===== config.mk =====
export PLATFORM = sky130hd
export DESIGN_NAME = lpcg_top
export DESIGN_NICKNAME = d
export VERILOG_FILES = /design/src/rtl/lpcg_pkg.sv /design/src/rtl/lpcg_top.sv
export SDC_FILE = /design/constraint.sdc
export NUM_CORES = 1
export LEC_CHECK = 0
export BUFFER_PORTS_ARGS = -buffer_cell sky130_fd_sc_hd__buf_4
export CAP_MARGIN = 20
export CORE_MARGIN = 2
export CORE_UTILIZATION = 50
export DETAILED_ROUTE_END_ITERATION = 16
export PLACE_DENSITY = 0.88
export SYNTH_ARGS = -nofsm -noshare
export SYNTH_HDL_FRONTEND = slang
export SYNTH_SLANG_ARGS = --single-unit

===== constraint.sdc =====
create_clock -name clk -period 2.7 [get_ports clk]
set_clock_uncertainty 0.2 [all_clocks]
set_input_delay 0.135 -clock clk [delete_from_list [all_inputs] [get_ports clk]]
set_output_delay 0.135 -clock clk [all_outputs]
set_load 0.05 [all_outputs]

===== src/rtl/lpcg_pkg.sv =====
// Constants and carrier types for the low-power clock gating block.
// Assumes a single 100 MHz clock and an active-low asynchronous reset.
package lpcg_pkg;

    // ------------------------------------------------------------
    // Modes and timing
    // ------------------------------------------------------------
    localparam logic [1:0] LPCG_REQ_RUN = 2'h0;
    localparam logic [1:0] LPCG_REQ_WAIT = 2'h1;
    localparam logic [1:0] LPCG_REQ_PSTOP = 2'h2;
    localparam logic [1:0] LPCG_REQ_STOP = 2'h3;
    localparam int LPCG_BUS_DIV = 2;
    localparam int LPCG_PERIPH_N = 8;
    localparam logic [7:0] LPCG_PERIPH_RST = 8'hff;

    typedef enum logic [4:0]
    {
        LPCG_RUN = 5'h01,
        LPCG_WAIT = 5'h02,
        LPCG_PSTOP = 5'h04,
        LPCG_STOP = 5'h08,
        LPCG_ENTER = 5'h10
    } lpcg_state_t;

    typedef struct packed
    {
        logic cpuRun;
        logic busRun;
        logic oscRun;
    } lpcg_clk_en_t;

endpackage


===== src/rtl/lpcg_top.sv =====
// Power mode sequencer and clock gating for the core clock tree.
// Assumes mode requests and wake are synchronous to clk.
`timescale 1ns/100ps

module lpcg_top
#(
    parameter int PERIPH_N = lpcg_pkg::LPCG_PERIPH_N
)
(
    input wire logic clk,
    input wire logic rst_b,
    input wire logic [1:0] modeReq,
    input wire logic wakeEvent,
    input wire logic [PERIPH_N-1:0] waitPeriphKeep,
    output logic modeAck,
    output lpcg_pkg::lpcg_clk_en_t clkEn,
    output logic [PERIPH_N-1:0] periphClkEn,
    output logic busClockTick,
    output logic bus_clock_out,
    output logic crystal_input_en
);

    // ------------------------------------------------------------
    // Checks
    // ------------------------------------------------------------
    if (PERIPH_N < 1 || PERIPH_N > 8)
    begin : g_bad_n
        $error("PERIPH_N must be 1 to 8");
    end

    // Divider is a single phase flop, so only clk/2 is served
    if (lpcg_pkg::LPCG_BUS_DIV != 2)
    begin : g_bad_div
        $error("LPCG_BUS_DIV must be 2");
    end

    lpcg_pkg::lpcg_state_t state_q;
    lpcg_pkg::lpcg_state_t state_d;
    logic [1:0] target_q;
    logic busPhase_q;
    logic busRun;
    logic cpuRun_d;
    logic busRun_d;
    logic oscRun_d;
    logic ack_d;
    logic [PERIPH_N-1:0] periph_d;

    // ------------------------------------------------------------
    // Mode sequencer
    // ------------------------------------------------------------
    // Entry waits for the high bus phase and leaves as the pin falls, so the pin never shows a runt
    assign busRun = (state_q == lpcg_pkg::LPCG_RUN)
        || (state_q == lpcg_pkg::LPCG_WAIT)
        || (state_q == lpcg_pkg::LPCG_ENTER);

    always_comb
    begin
        state_d = state_q;
        case (state_q)
            lpcg_pkg::LPCG_RUN:
            begin
                if (modeReq != lpcg_pkg::LPCG_REQ_RUN && !wakeEvent)
                    state_d = lpcg_pkg::LPCG_ENTER;
            end
            lpcg_pkg::LPCG_ENTER:
            begin
                if (wakeEvent)
                    state_d = lpcg_pkg::LPCG_RUN;
                else if (busPhase_q)
                begin
                    case (target_q)
                        lpcg_pkg::LPCG_REQ_WAIT:
                            state_d = lpcg_pkg::LPCG_WAIT;
                        lpcg_pkg::LPCG_REQ_PSTOP:
                            state_d = lpcg_pkg::LPCG_PSTOP;
                        lpcg_pkg::LPCG_REQ_STOP:
                            state_d = lpcg_pkg::LPCG_STOP;
                        default:
                            state_d = lpcg_pkg::LPCG_RUN;
                    endcase
                end
            end
            lpcg_pkg::LPCG_WAIT,
            lpcg_pkg::LPCG_PSTOP,
            lpcg_pkg::LPCG_STOP:
            begin
                if (wakeEvent)
                    state_d = lpcg_pkg::LPCG_RUN;
            end
            default:
                state_d = lpcg_pkg::LPCG_RUN;
        endcase
    end

    always_ff @(posedge clk or negedge rst_b)
    begin
        if (!rst_b)
            state_q <= lpcg_pkg::LPCG_RUN;
        else
            state_q <= state_d;
    end

    always_ff @(posedge clk or negedge rst_b)
    begin
        if (!rst_b)
            target_q <= lpcg_pkg::LPCG_REQ_RUN;
        else if (state_q == lpcg_pkg::LPCG_RUN)
            target_q <= modeReq;
    end

    // ------------------------------------------------------------
    // Bus clock divider and pin
    // ------------------------------------------------------------
    // Phase freezes low when gated, so restart begins with full high
    always_ff @(posedge clk or negedge rst_b)
    begin
        if (!rst_b)
            busPhase_q <= 1'b0;
        else if (busRun)
            busPhase_q <= ~busPhase_q;
        else
            busPhase_q <= 1'b0;
    end

    always_ff @(posedge clk or negedge rst_b)
    begin
        if (!rst_b)
        begin
            bus_clock_out <= 1'b0;
            busClockTick <= 1'b0;
        end
        else
        begin
            bus_clock_out <= busRun && !busPhase_q;
            busClockTick <= busRun && busPhase_q;
        end
    end

    // ------------------------------------------------------------
    // Next-value decode
    // ------------------------------------------------------------
    // Decoded from state_d so every enable lines up with state_q
    always_comb
    begin
        cpuRun_d = 1'b0;
        busRun_d = 1'b0;
        oscRun_d = 1'b1;
        ack_d = 1'b0;
        periph_d = '0;
        case (state_d)
            lpcg_pkg::LPCG_RUN,
            lpcg_pkg::LPCG_ENTER:
            begin
                cpuRun_d = (state_d == lpcg_pkg::LPCG_RUN);
                busRun_d = 1'b1;
                periph_d = {PERIPH_N{1'b1}};
            end
            lpcg_pkg::LPCG_WAIT:
            begin
                busRun_d = 1'b1;
                ack_d = 1'b1;
                periph_d = waitPeriphKeep;
            end
            lpcg_pkg::LPCG_PSTOP:
            begin
                ack_d = 1'b1;
            end
            lpcg_pkg::LPCG_STOP:
            begin
                oscRun_d = 1'b0;
                ack_d = 1'b1;
            end
            // Unreachable for one-hot state; fail safe to Run clocks
            default:
            begin
                cpuRun_d = 1'b1;
                busRun_d = 1'b1;
                periph_d = {PERIPH_N{1'b1}};
            end
        endcase
    end

    // ------------------------------------------------------------
    // Clock enables
    // ------------------------------------------------------------
    always_ff @(posedge clk or negedge rst_b)
    begin
        if (!rst_b)
        begin
            clkEn <= '{cpuRun: 1'b1, busRun: 1'b1, oscRun: 1'b1};
            crystal_input_en <= 1'b1;
            modeAck <= 1'b0;
        end
        else
        begin
            clkEn.cpuRun <= cpuRun_d;
            clkEn.busRun <= busRun_d;
            clkEn.oscRun <= oscRun_d;
            crystal_input_en <= oscRun_d;
            modeAck <= ack_d;
        end
    end

    always_ff @(posedge clk or negedge rst_b)
    begin
        if (!rst_b)
            periphClkEn <= PERIPH_N'(lpcg_pkg::LPCG_PERIPH_RST);
        else
            periphClkEn <= periph_d;
    end

    // ------------------------------------------------------------
    // Assertions
    // ------------------------------------------------------------
    a_stop_osc_off: assert property (@(posedge clk) disable iff (!rst_b)
        state_q == lpcg_pkg::LPCG_STOP |-> !crystal_input_en)
        else $error("oscillator running in stop");
    a_stop_pin_still: assert property (@(posedge clk) disable iff (!rst_b)
        (state_q == lpcg_pkg::LPCG_STOP)[*2] |-> $stable(bus_clock_out))
        else $error("bus clock toggles in stop");
    a_pstop_osc_on: assert property (@(posedge clk) disable iff (!rst_b)
        state_q == lpcg_pkg::LPCG_PSTOP |-> crystal_input_en
            && !clkEn.busRun)
        else $error("pseudo stop gating wrong");
    a_wait_bus_runs: assert property (@(posedge clk) disable iff (!rst_b)
        (state_q == lpcg_pkg::LPCG_WAIT)[*3] |-> $changed(bus_clock_out))
        else $error("bus clock stalled in wait");
    a_wait_osc_cpu: assert property (@(posedge clk) disable iff (!rst_b)
        state_q == lpcg_pkg::LPCG_WAIT |-> clkEn.oscRun && !clkEn.cpuRun)
        else $error("wait gating wrong");
    a_wake_to_run: assert property (@(posedge clk) disable iff (!rst_b)
        wakeEvent && state_q != lpcg_pkg::LPCG_RUN
            |=> state_q == lpcg_pkg::LPCG_RUN ##0 clkEn.cpuRun)
        else $error("wake did not return to run");
    a_no_runt_high: assert property (@(posedge clk) disable iff (!rst_b)
        $fell(clkEn.busRun) |-> !bus_clock_out
            && $past(bus_clock_out))
        else $error("short bus clock pulse");
    a_pin_period: assert property (@(posedge clk) disable iff (!rst_b)
        $rose(bus_clock_out) |=> !bus_clock_out)
        else $error("bus clock period wrong");
    a_wait_periph: assert property (@(posedge clk) disable iff (!rst_b)
        state_q == lpcg_pkg::LPCG_WAIT && $stable(waitPeriphKeep)
            && $past(state_q) == lpcg_pkg::LPCG_WAIT
            |-> periphClkEn == waitPeriphKeep)
        else $error("peripheral gating wrong");

    // ------------------------------------------------------------
    // Assertions on gating, sequencing, handshake and pins
    // ------------------------------------------------------------
    a_run_all_on: assert property (@(posedge clk) disable iff (!rst_b)
        state_q == lpcg_pkg::LPCG_RUN |-> clkEn.cpuRun && clkEn.busRun
            && clkEn.oscRun && crystal_input_en
            && periphClkEn == {PERIPH_N{1'b1}})
        else $error("run gating wrong");
    a_ack_modes: assert property (@(posedge clk) disable iff (!rst_b)
        modeAck == (state_q == lpcg_pkg::LPCG_WAIT
            || state_q == lpcg_pkg::LPCG_PSTOP
            || state_q == lpcg_pkg::LPCG_STOP))
        else $error("acknowledge out of step");
    a_ack_holds: assert property (@(posedge clk) disable iff (!rst_b)
        modeAck && !wakeEvent |=> modeAck)
        else $error("acknowledge dropped early");
    a_target_held: assert property (@(posedge clk) disable iff (!rst_b)
        state_q != lpcg_pkg::LPCG_RUN |=> $stable(target_q))
        else $error("target changed outside run");
    a_enter_short: assert property (@(posedge clk) disable iff (!rst_b)
        state_q == lpcg_pkg::LPCG_ENTER
            |-> ##[1:2] state_q != lpcg_pkg::LPCG_ENTER)
        else $error("entry stalled");
    a_wake_abort: assert property (@(posedge clk) disable iff (!rst_b)
        state_q == lpcg_pkg::LPCG_ENTER && wakeEvent
            |=> state_q == lpcg_pkg::LPCG_RUN)
        else $error("wake did not abort entry");
    a_gated_pin_low: assert property (@(posedge clk) disable iff (!rst_b)
        !clkEn.busRun |-> !bus_clock_out)
        else $error("bus clock high while gated");
    a_restart_full: assert property (@(posedge clk) disable iff (!rst_b)
        $rose(clkEn.busRun) |=> bus_clock_out)
        else $error("bus clock restart late");
    a_tick_pulse: assert property (@(posedge clk) disable iff (!rst_b)
        busClockTick |=> !busClockTick)
        else $error("bus tick too long");
    a_tick_low_half: assert property (@(posedge clk) disable iff (!rst_b)
        busClockTick |-> !bus_clock_out)
        else $error("bus tick in high half");
    a_stop_all_off: assert property (@(posedge clk) disable iff (!rst_b)
        state_q == lpcg_pkg::LPCG_STOP |-> !clkEn.cpuRun
            && !clkEn.busRun && !clkEn.oscRun
            && periphClkEn == '0)
        else $error("stop gating wrong");
    a_pstop_periph: assert property (@(posedge clk) disable iff (!rst_b)
        state_q == lpcg_pkg::LPCG_PSTOP |-> !clkEn.cpuRun
            && periphClkEn == '0)
        else $error("pseudo stop peripherals clocked");
    a_osc_pin_match: assert property (@(posedge clk) disable iff (!rst_b)
        crystal_input_en == clkEn.oscRun)
        else $error("oscillator enables disagree");
    a_wait_bus_en: assert property (@(posedge clk) disable iff (!rst_b)
        state_q == lpcg_pkg::LPCG_WAIT |-> clkEn.busRun)
        else $error("bus clock gated in wait");

endmodule // lpcg_top

==> run_results.csv, run 1 <==
group,metric,value,unit
routing,routed_wl,2.21,mm
layout,fill_cells,146,
setup_path,path_max_fanout,13,
logic_synthesis,synthTopCellsByArea,"dfstp_2 (31%), dfrtp_1 (22%), a21o_1 (6.0%)",
setup_path,cp_num_buf_inv,0,
layout,postLayoutCellArea,0.00134,mm^2
setup_path,slowest_stage,"dfrtp_1",
sta,finalHoldViolations,0,
setup_path,cp_top_family,"simple AND/OR/NAND/NOR gates",
setup_path,end_kind,"register",
worst_hold_path,hold_class,"input pin to async pin",
pwr,ir_drop,0.730,mV
sta,slew_viol_final,0,
sta,tightest_slew,0.380,ns
floorplanning,fp.dieW,48.8,um
sta,rsz0062_at_grt,"no",
floorplanning,core-area,0.00192,mm^2
logic_synthesis,synth-edff-count,0,
cts,postCtsSetupBuffers,0,
routing,initialDrtViolationCount,9,
cts,cts_tree,"done",
setup_path,r2r-start,"state_q[4]",
floorplanning,ios,28,
layout,drive_gt1_frac,0.443,
sta,finalSetupViolations,0,
global_route,antenna_found_initial,0,
layout,fin_nets,136,
cts,htreeDepth,1,
sta,period_needed,1.97,ns
cts,clk_pin_slew,0.12,ns
floorplanning,rows,16,
setup_path,crit_required,2.75,ns
job,drv_cap,0,
placement,place_area,0.00120,mm^2
logic_synthesis,synthTopCellsByCount,"dfstp_2 (12), nor2_1 (12), dfrtp_1 (9)",
pwr,p_per_area,947,mW/mm^2
layout,seq_area,541,um^2
cts,cts_made_buffers,3,
floorplanning,die-area,0.00238,mm^2
setup_path,rr_worst_depth,4,
logic_synthesis,synth_top_area_share,0.314,
sta,finalSetupTns,0,ns
sta,max_slew_margin,0.747,
setup_path,r2r_end,"clkEn[1]",
layout,n_antenna_cell,0,
logic_synthesis,synth_seq_cells,21,
layout,areaGrowthSynthToFinish,33.7,%
setup_path,crit_chain,"or4b_4 -> nor2b_4 -> o22ai_4 -> or2_1",
logic_synthesis,synth_ff_type,"dfstp_2",
layout,multiInputGateArea,408,um^2
global_route,gr-total-overflow,0,
setup_path,arrival,2.02,ns
routing,drc,0,
global_route,track_usage,0.200,
setup_path,worst_setup_path_start_kind,"register",
logic_synthesis,yosys.cell_types.count,33,
sta,timing.hold.ws,0.0370,ns
global_route,grt_max_degree,22,
floorplanning,die_h,48.8,um
run_status,status,"complete, no violations",
logic_synthesis,ys_warn_count,0,
pwr,power,1.27,mW
placement,place.gp.congestion,0.861,
cts,cts_root_buf,"clkbuf_4",
global_route,grt_pass1_vias,787,
sta,max_freq,0.508,GHz
cts,clock_path_buffers,2,
setup_path,r2r_setup_slack,0.73,ns
routing,wl_per_cell,14.8,um
logic_synthesis,syn_area_per_cell,12.0,um^2
logic_synthesis,synth_fp_nets,97,
routing,vias_per_cell,5.28,
placement,port_buffers,27,
pwr,leakage,0.601,nW
routing,vias,786,
logic_synthesis,synthCells,84,
sta,finalCritPeriodShare,0.729,
setup_path,crit_type,"register to register",
setup_path,max_stage_delay,0.59,ns
logic_synthesis,synth_area,0.00100,mm^2
logic_synthesis,yosys.area.top_type,"dfstp_2",
floorplanning,initial_core_util,0.523,
routing,dr.pass1.iters,6,
placement,hpwl,1.37,mm
routing,ant_nets,0,
cts,clk_latency,0.30,ns
logic_synthesis,ys_seq_area_frac,0.538,
logic_synthesis,async_flop_share,1.00,
cts,cts_sinks,21,
global_route,grt_pass1_wl,3.65,mm
## metal layers
| layer | wire length [um] | track usage | share of wire |
|---|---|---|---|
| met3 | 95 | 0.00307 | 0.043 |
| met4 | 40 | 0.0952 | 0.018 |
| met5 | 0 | 0 | 0 |
| met2 | 1170 | 0.347 | 0.53 |
| met1 | 905 | 0.263 | 0.41 |
## state kept, by name, indices dropped and copies added (netlist names)
signal and count:
busPhase_q 1, periphClkEn 8, crystal_input_en 1, busClockTick 1, state_q 5, target_q 2, modeAck 1, clkEn 2
## cells in the final DEF (no fill, tap or decap), types with 2 or more instances in the layout
master         count
a21o_1             8
a31o_1             2
buf_4             27
clkbuf_4           3
dfrtp_1            9
dfstp_2           12
dlygate4sd3_1     12
inv_1              2
mux2_2             2
mux2i_1            2
nand2_1            3
nand3_1            3
nand4b_1           2
nor2_1            12
o21ai_0            2
or4b_4             2
## what timing repair did
item	CTS	global route
gates resized for setup	0	0
hold buffers	12	0
hold endpoints to repair	33	0
## power by group
group | switching, mW | internal (mW)
Sequential | 0.0935 | 0.433
Combinational | 0.372 | 0.223
Clock | 0.0964 | 0.0551
Total | 0.561 | 0.711
## how the worst max path moves through the flow
stage                           from             end  slack, ns  cells after the start
final                     state_q[4]        clkEn[1]       0.73                      4
after floorplan           busPhase_q        clkEn[1]       0.84                      4
after detailed placement  state_q[4]        clkEn[1]       0.78                      4
after CTS                 state_q[4]        clkEn[1]       0.75                      4
after global routing      state_q[4]  periphClkEn[3]       0.63                      4
after global placement    state_q[4]        clkEn[1]       0.82                      4
## cell families after synthesis
kind of cell | Yosys count | synth area share
simple gates | 32 | 0.199
flops | 21 | 0.538
compound gates | 18 | 0.156
buf+inv | 8 | 0.0560
mux | 4 | 0.0423
xor+xnor | 1 | 0.00872
## stage by stage
stage / worst slack [ns] / instances / util
after global placement: 0.821 / 133 / 0.622
after floorplan: 0.845 / 84 / -
after detailed placement: 0.776 / 133 / 0.622
final: 0.731 / 149 / 0.699
after CTS: 0.748 / 149 / 0.699
after global routing: 0.634 / 149 / 0.699
## area by class of cell
class	instances	share of cell area
timing repair buffer	39	0.240
clock buffer	3	0.0168
multi-input combinational	55	0.304
sequential	21	0.402
tap	27	0.0251
clock inverter	1	0.00372
inverter	3	0.00838
(Power assumes the default switching activity.)
==> inputs of run 2 (changes only) <==
--- a/config.mk
+++ b/config.mk
@@ -5,6 +5,7 @@
 export SDC_FILE = /design/constraint.sdc
 export NUM_CORES = 1
 export LEC_CHECK = 0
+export ABC_AREA = 1
 export BUFFER_PORTS_ARGS = -buffer_cell sky130_fd_sc_hd__buf_4
 export CAP_MARGIN = 20
 export CORE_MARGIN = 2
==> constraint.sdc (replaced) <==
create_clock -name clk -period 1.9 [get_ports clk]
set_clock_uncertainty 0.2 [all_clocks]
set_input_delay 0.095 -clock clk [delete_from_list [all_inputs] [get_ports clk]]
set_output_delay 0.095 -clock clk [all_outputs]
set_load 0.05 [all_outputs]
==> run_results.csv, run 2 <==
group,metric,value,unit
run_status,status,"complete, no violations",
cts,clk_pin_slew,0.12,ns
setup_path,r2r_end,"periphClkEn[2]",
global_route,grt_max_degree,14,
logic_synthesis,synth_ff_type,"dfstp_2",
routing,initialDrtViolationCount,63,
layout,fill_cells,136,
logic_synthesis,ys_warn_count,0,
setup_path,worst_setup_path_start_kind,"register",
cts,cts_tree,"done",
routing,vias_per_cell,5.23,
layout,regMostFlops,"periphClkEn",
global_route,grtUsageMet1,0.295,
floorplanning,die-area,0.00235,mm^2
setup_path,crit_required,1.93,ns
logic_synthesis,yosysMostFrequentCell,"nand2_1",
placement,place.gp.congestion,0.881,
routing,routed_wl,2.44,mm
logic_synthesis,yosys.cell_types.count,20,
global_route,grtUsageMet2,0.373,
pwr,ir_drop,0.909,mV
layout,final_cell_mix,"nand2_1 (28), buf_4 (27), nand3_1 (16), dlygate4sd3_1 (13), dfstp_2 (12)",
logic_synthesis,syn_area_per_cell,8.93,um^2
setup_path,end_kind,"register",
placement,place_area,0.00121,mm^2
layout,n_antenna_cell,0,
global_route,grt_pass1_vias,889,
sta,max_freq,0.579,GHz
cts,clk_latency,0.31,ns
floorplanning,initial_core_util,0.516,
placement,port_buffers,27,
layout,largest_reg_flops,8,
setup_path,r2r-start,"state_q[0]",
setup_path,rr_worst_depth,7,
sta,finalCritPeriodShare,0.908,
logic_synthesis,synth-edff-count,0,
pwr,power,2.14,mW
floorplanning,core-area,0.00192,mm^2
routing,ant_nets,0,
sta,slew_viol_final,0,
layout,final_common_cell,"nand2_1",
worst_hold_path,hold_class,"input pin to async pin",
floorplanning,rows,16,
cts,htreeDepth,1,
cts,cts_root_buf,"clkbuf_4",
routing,dr.pass1.iters,4,
pwr,leakage,0.666,nW
cts,post_cts_resized,0,
cts,cts_sinks,21,
sta,finalHoldViolations,0,
sta,finalSetupViolations,0,
floorplanning,ios,28,
logic_synthesis,ys_seq_area_frac,0.545,
logic_synthesis,synth_area,991,um^2
floorplanning,fp.dieW,48.5,um
logic_synthesis,synthTopCellsByArea,"dfstp_2 (32%), dfrtp_1 (23%), nand2_1 (11%)",
routing,vias,942,
layout,drive_gt1_frac,0.412,
setup_path,r2r_setup_slack,0.17,ns
routing,drc,0,
setup_path,startpoint,"state_q[0]",
logic_synthesis,async_flop_share,1.00,
logic_synthesis,synthTopCellsByCount,"nand2_1 (28), nand3_1 (16), dfstp_2 (12)",
placement,hpwl,1.52,mm
global_route,grt_util_met3,0.0525,
setup_path,arrival,1.76,ns
layout,reg_top3,"periphClkEn (8), state_q (5)",
global_route,gr-total-overflow,0,
job,drv_cap,0,
cts,cts_made_buffers,3,
layout,final_util,0.714,
global_route,grt_pass1_wl,4.20,mm
sta,rsz0062_at_grt,"no",
setup_path,path_max_fanout,8,
floorplanning,die_h,48.5,um
global_route,track_usage,0.233,
sta,finalSetupTns,0,ns
logic_synthesis,synth_fp_nets,124,
logic_synthesis,yosys.area.top_type,"dfstp_2",
layout,areaGrowthSynthToFinish,38.5,%
global_route,antenna_found_initial,0,
logic_synthesis,synth_top_area_share,0.318,
sta,period_needed,1.73,ns
layout,fin_nets,167,
routing,wl_per_cell,13.6,um
pwr,p_per_area,1560,mW/mm^2
layout,postLayoutCellArea,0.00137,mm^2
global_route,top_usage_layer,"met2",
logic_synthesis,synthCells,111,
cts,clock_path_buffers,2,
setup_path,crit_type,"register to register",
sta,timing.hold.ws,0.150,ns
sta,tightest_slew,0.431,ns
sta,max_slew_margin,0.711,
logic_synthesis,synth_seq_cells,21,
-- run 2: cell types whose count changed after synthesis, sizes merged, moves of 3 or more --
cell	delta
a21o	-8
buf	-4
inv	+9
nand2	+32
nand3	+15
or4b	-3
-- run 2: critical path, stage by stage (launching register included) --
cell     delay, ns
dfstp_2       0.59
nand2_1       0.07
nor2_1        0.15
nand2_2       0.13
nand2_1       0.11
nor2_2        0.07
nor2_4        0.19
nand3_1       0.14
-- run 2: where the power goes --
part	switching (mW)	internal, mW	total [mW]
registers	0.106	0.671	0.777
clock network	0.138	0.0787	0.217
logic	0.803	0.339	1.14
-- run 2: stage by stage --
stage               instances  worst slack [ns]
floorplan                 111             0.155
global placement          163             0.345
detailed placement        163             0.263
CTS                       180             0.228
global route              180            0.0682
finish                    180             0.174
-- run 2: kinds of logic after synthesis --
group           count (synthesis)  share of synthesized area
compound gates                  7                     0.0455
buf+inv                        14                     0.0581
flops                          21                      0.545
mux                             1                     0.0114
simple gates                   68                      0.340
-- run 2: area by class of cell --
cell class	instances	area, um^2	share of cell area
sequential	21	541	0.394
multi-input combinational	76	393	0.286
timing repair buffer	40	333	0.242
inverter	12	45.0	0.0328
tap	27	33.8	0.0246
clock buffer	3	22.5	0.0164
clock inverter	1	5.00	0.00365
-- run 2: how the worst max path moves through the flow --
stage,endpoint,slack [ns],depth (start not counted)
5_1_grt,periphClkEn[2],0.07,7
6_report,periphClkEn[2],0.17,7
2_1_floorplan,periphClkEn[0],0.15,10
3_3_place_gp,periphClkEn[3],0.35,8
4_1_cts,periphClkEn[2],0.23,7
3_5_place_dp,periphClkEn[2],0.26,7
-- run 2: timing repair --
| item | CTS | global route |
|---|---|---|
| hold buffers | 13 | 0 |
| endpoints found under the hold margin | 34 | 0 |
| buffers inserted | 0 | 0 |
-- run 2: metal layers --
layer,vias up,share of wire
met4,0,0.047
met2,66,0.51
li1,437,-
met3,16,0.077
met1,423,0.36
met5,-,0
==> inputs of run 3 (changes only) <==
--- a/config.mk
+++ b/config.mk
@@ -5,10 +5,9 @@
 export SDC_FILE = /design/constraint.sdc
 export NUM_CORES = 1
 export LEC_CHECK = 0
-export ABC_AREA = 1
 export BUFFER_PORTS_ARGS = -buffer_cell sky130_fd_sc_hd__buf_4
 export CAP_MARGIN = 20
-export CORE_MARGIN = 2
+export CORE_MARGIN = 4
 export CORE_UTILIZATION = 50
 export DETAILED_ROUTE_END_ITERATION = 16
 export PLACE_DENSITY = 0.88
==> run_results.csv, run 3 (same netlist as run 1, synthesis figures left out) <==
group,metric,value,unit
floorplanning,die-area,0.00279,mm^2
layout,postLayoutCellArea,0.00142,mm^2
floorplanning,initial_core_util,0.552,
global_route,grt_pass1_wl,3.86,mm
routing,vias_per_cell,5.32,
pwr,p_int,1.04,mW
sta,tightest_slew,0.574,ns
cts,cts_root_buf,"clkbuf_4",
setup_path,max_stage_delay,0.57,ns
placement,place.gp.congestion,0.838,
setup_path,worst_setup_path_start_kind,"register",
global_route,grt_max_degree,20,
cts,clk_latency,0.30,ns
pwr,p_per_area,1310,mW/mm^2
pwr,combPwrFrac,0.501,
setup_path,rr_worst_depth,4,
layout,largest_reg_flops,8,
setup_path,crit_chain,"or4b_4 -> a31oi_4 -> o22ai_4 -> or2_1",
routing,dr_wl_met2,1.42,mm
sta,finalSetupTns,0,ns
setup_path,path_max_fanout,6,
sta,max_slew_margin,0.614,
layout,regMostFlops,"periphClkEn",
layout,reg_top3,"periphClkEn (8), state_q (5)",
placement,preCtsSetupSlack,0.00152,ns
setup_path,cp.depth,4,
routing,dr.pass1.iters,4,
floorplanning,core-area,0.00182,mm^2
layout,drive_gt1_frac,0.485,
sta,period_needed,1.90,ns
routing,routed_wl,2.59,mm
run_status,status,"complete, no violations",
pwr,switching_power,0.819,mW
setup_path,cp_num_buf_inv,0,
setup_path,r2r_end,"clkEn[1]",
global_route,track_usage,0.193,
setup_path,arrival,1.94,ns
setup_path,r2r_setup_slack,0.0005,ns
setup_path,endpoint,"clkEn[1]",
routing,vias,824,
layout,fin_nets,144,
pwr,switching_share,0.440,
global_route,gr-total-overflow,0,
routing,wl_met1,997,um
floorplanning,fp.dieW,52.8,um
pwr,seqPwrFrac,0.384,
pwr,ir_drop,1.24,mV
sta,rsz0062_at_grt,"yes",
layout,final_cell_mix,"buf_4 (31), dlygate4sd3_1 (14), nor2_1 (12), dfstp_2 (12), a21o_1 (8)",
floorplanning,ios,28,
cts,htreeDepth,1,
sta,finalHoldViolations,0,
cts,cts_tree,"done",
sta,finalSetupViolations,0,
global_route,grt_pass1_vias,834,
routing,highest_layer,"met4",
sta,setup_ws,0.000465,ns
layout,final_common_cell,"buf_4",
worst_hold_path,hold_class,"input pin to register",
setup_path,r2r-start,"state_q[1]",
global_route,antenna_found_initial,0,
placement,hpwl,1.61,mm
setup_path,cp_top_family,"simple AND/OR/NAND/NOR gates",
routing,ant_nets,0,
floorplanning,rows,15,
cts,clock_path_buffers,2,
setup_path,crit_type,"register to register",
layout,areaGrowthSynthToFinish,41.5,%
sta,max_freq,0.526,GHz
setup_path,crit_required,1.94,ns
routing,wl_per_cell,16.7,um
pwr,clkPwrFrac,0.115,
routing,drc,0,
setup_path,end_kind,"register",
pwr,power,1.86,mW
setup_path,slowest_stage,"or4b_4",
sta,finalCritPeriodShare,1.00,
cts,clk_pin_slew,0.12,ns
placement,port_buffers,27,
job,drv_cap,0,
setup_path,startpoint,"state_q[1]",
floorplanning,die_h,52.8,um
cts,cts_sinks,21,
sta,slew_viol_final,0,
cts,cts_made_buffers,3,
pwr,leakage,0.646,nW
layout,n_antenna_cell,0,
routing,initialDrtViolationCount,26,
placement,place_area,0.00122,mm^2
routing,wl_met3,131,um
run 3: cell types whose count changed in the layout (fill, tap and decap cells not counted), sizes merged, moves of 3 or more:
cell	before	now
nand2	35	3
nand3	18	3
inv	12	3
a21o	0	8
buf	27	32
or4b	0	3
run 3: worst min-delay path, cell delays in order:
cell	delay, ns
dlygate4sd3_1	0.52
buf_4	0.10
a21o_1	0.09
run 3: how the worst min path moves through the flow:
stage               cells past startpoint              start              to
finish                                  3  waitPeriphKeep[2]  periphClkEn[2]
global route                            3  waitPeriphKeep[2]  periphClkEn[2]
CTS                                     3  waitPeriphKeep[2]  periphClkEn[2]
detailed placement                      1              rst_b     target_q[1]
global placement                        1              rst_b     target_q[0]
floorplan                               0              rst_b    busClockTick
run 3: power by group through the flow:
stage / sequential (mW) / clock [mW] / combinational [mW]
final: 0.715 / 0.215 / 0.933
after global routing: 0.733 / 0.240 / 0.996
after CTS: 0.712 / 0.212 / 0.904
after detailed placement: 0.720 / 0 / 0.878
after global placement: 0.710 / 0 / 0.859
after floorplan: 0.983 / 0 / 0.375
run 3: area by class of cell:
type | count | area [um^2]
Clock buffer | 3 | 22.5
Clock inverter | 1 | 5.00
Fill cell | 124 | 399
Inverter | 3 | 11.3
Multi-Input combinational cell | 56 | 424
Sequential cell | 21 | 543
Tap cell | 25 | 31.3
Timing Repair Buffer | 46 | 384
run 3: timing repair:
item	4_1_cts	5_1_grt
endpoints found under the hold margin	34	0
hold buffers	14	0
endpoints found under the setup margin	1	11
pin swaps	0	1
buffers inserted	0	1
resized for setup	2	2
cloned	0	1
run 3: per-stage QoR:
| step | util | hold slack [ns] | std cells |
|---|---|---|---|
| 2_1_floorplan | - | -0.401 | 84 |
| 3_3_place_gp | 0.672 | -0.215 | 135 |
| 3_5_place_dp | 0.672 | -0.212 | 135 |
| 4_1_cts | 0.767 | 0.339 | 153 |
| 5_1_grt | 0.781 | 0.327 | 155 |
| 6_report | 0.781 | 0.336 | 155 |
run 3: layer usage:
layer  vias to the layer above  track usage
met5                         -            0
met1                       390        0.209
met2                        32        0.374
met3                         8       0.0399
met4                         0       0.0468
li1                        394            -
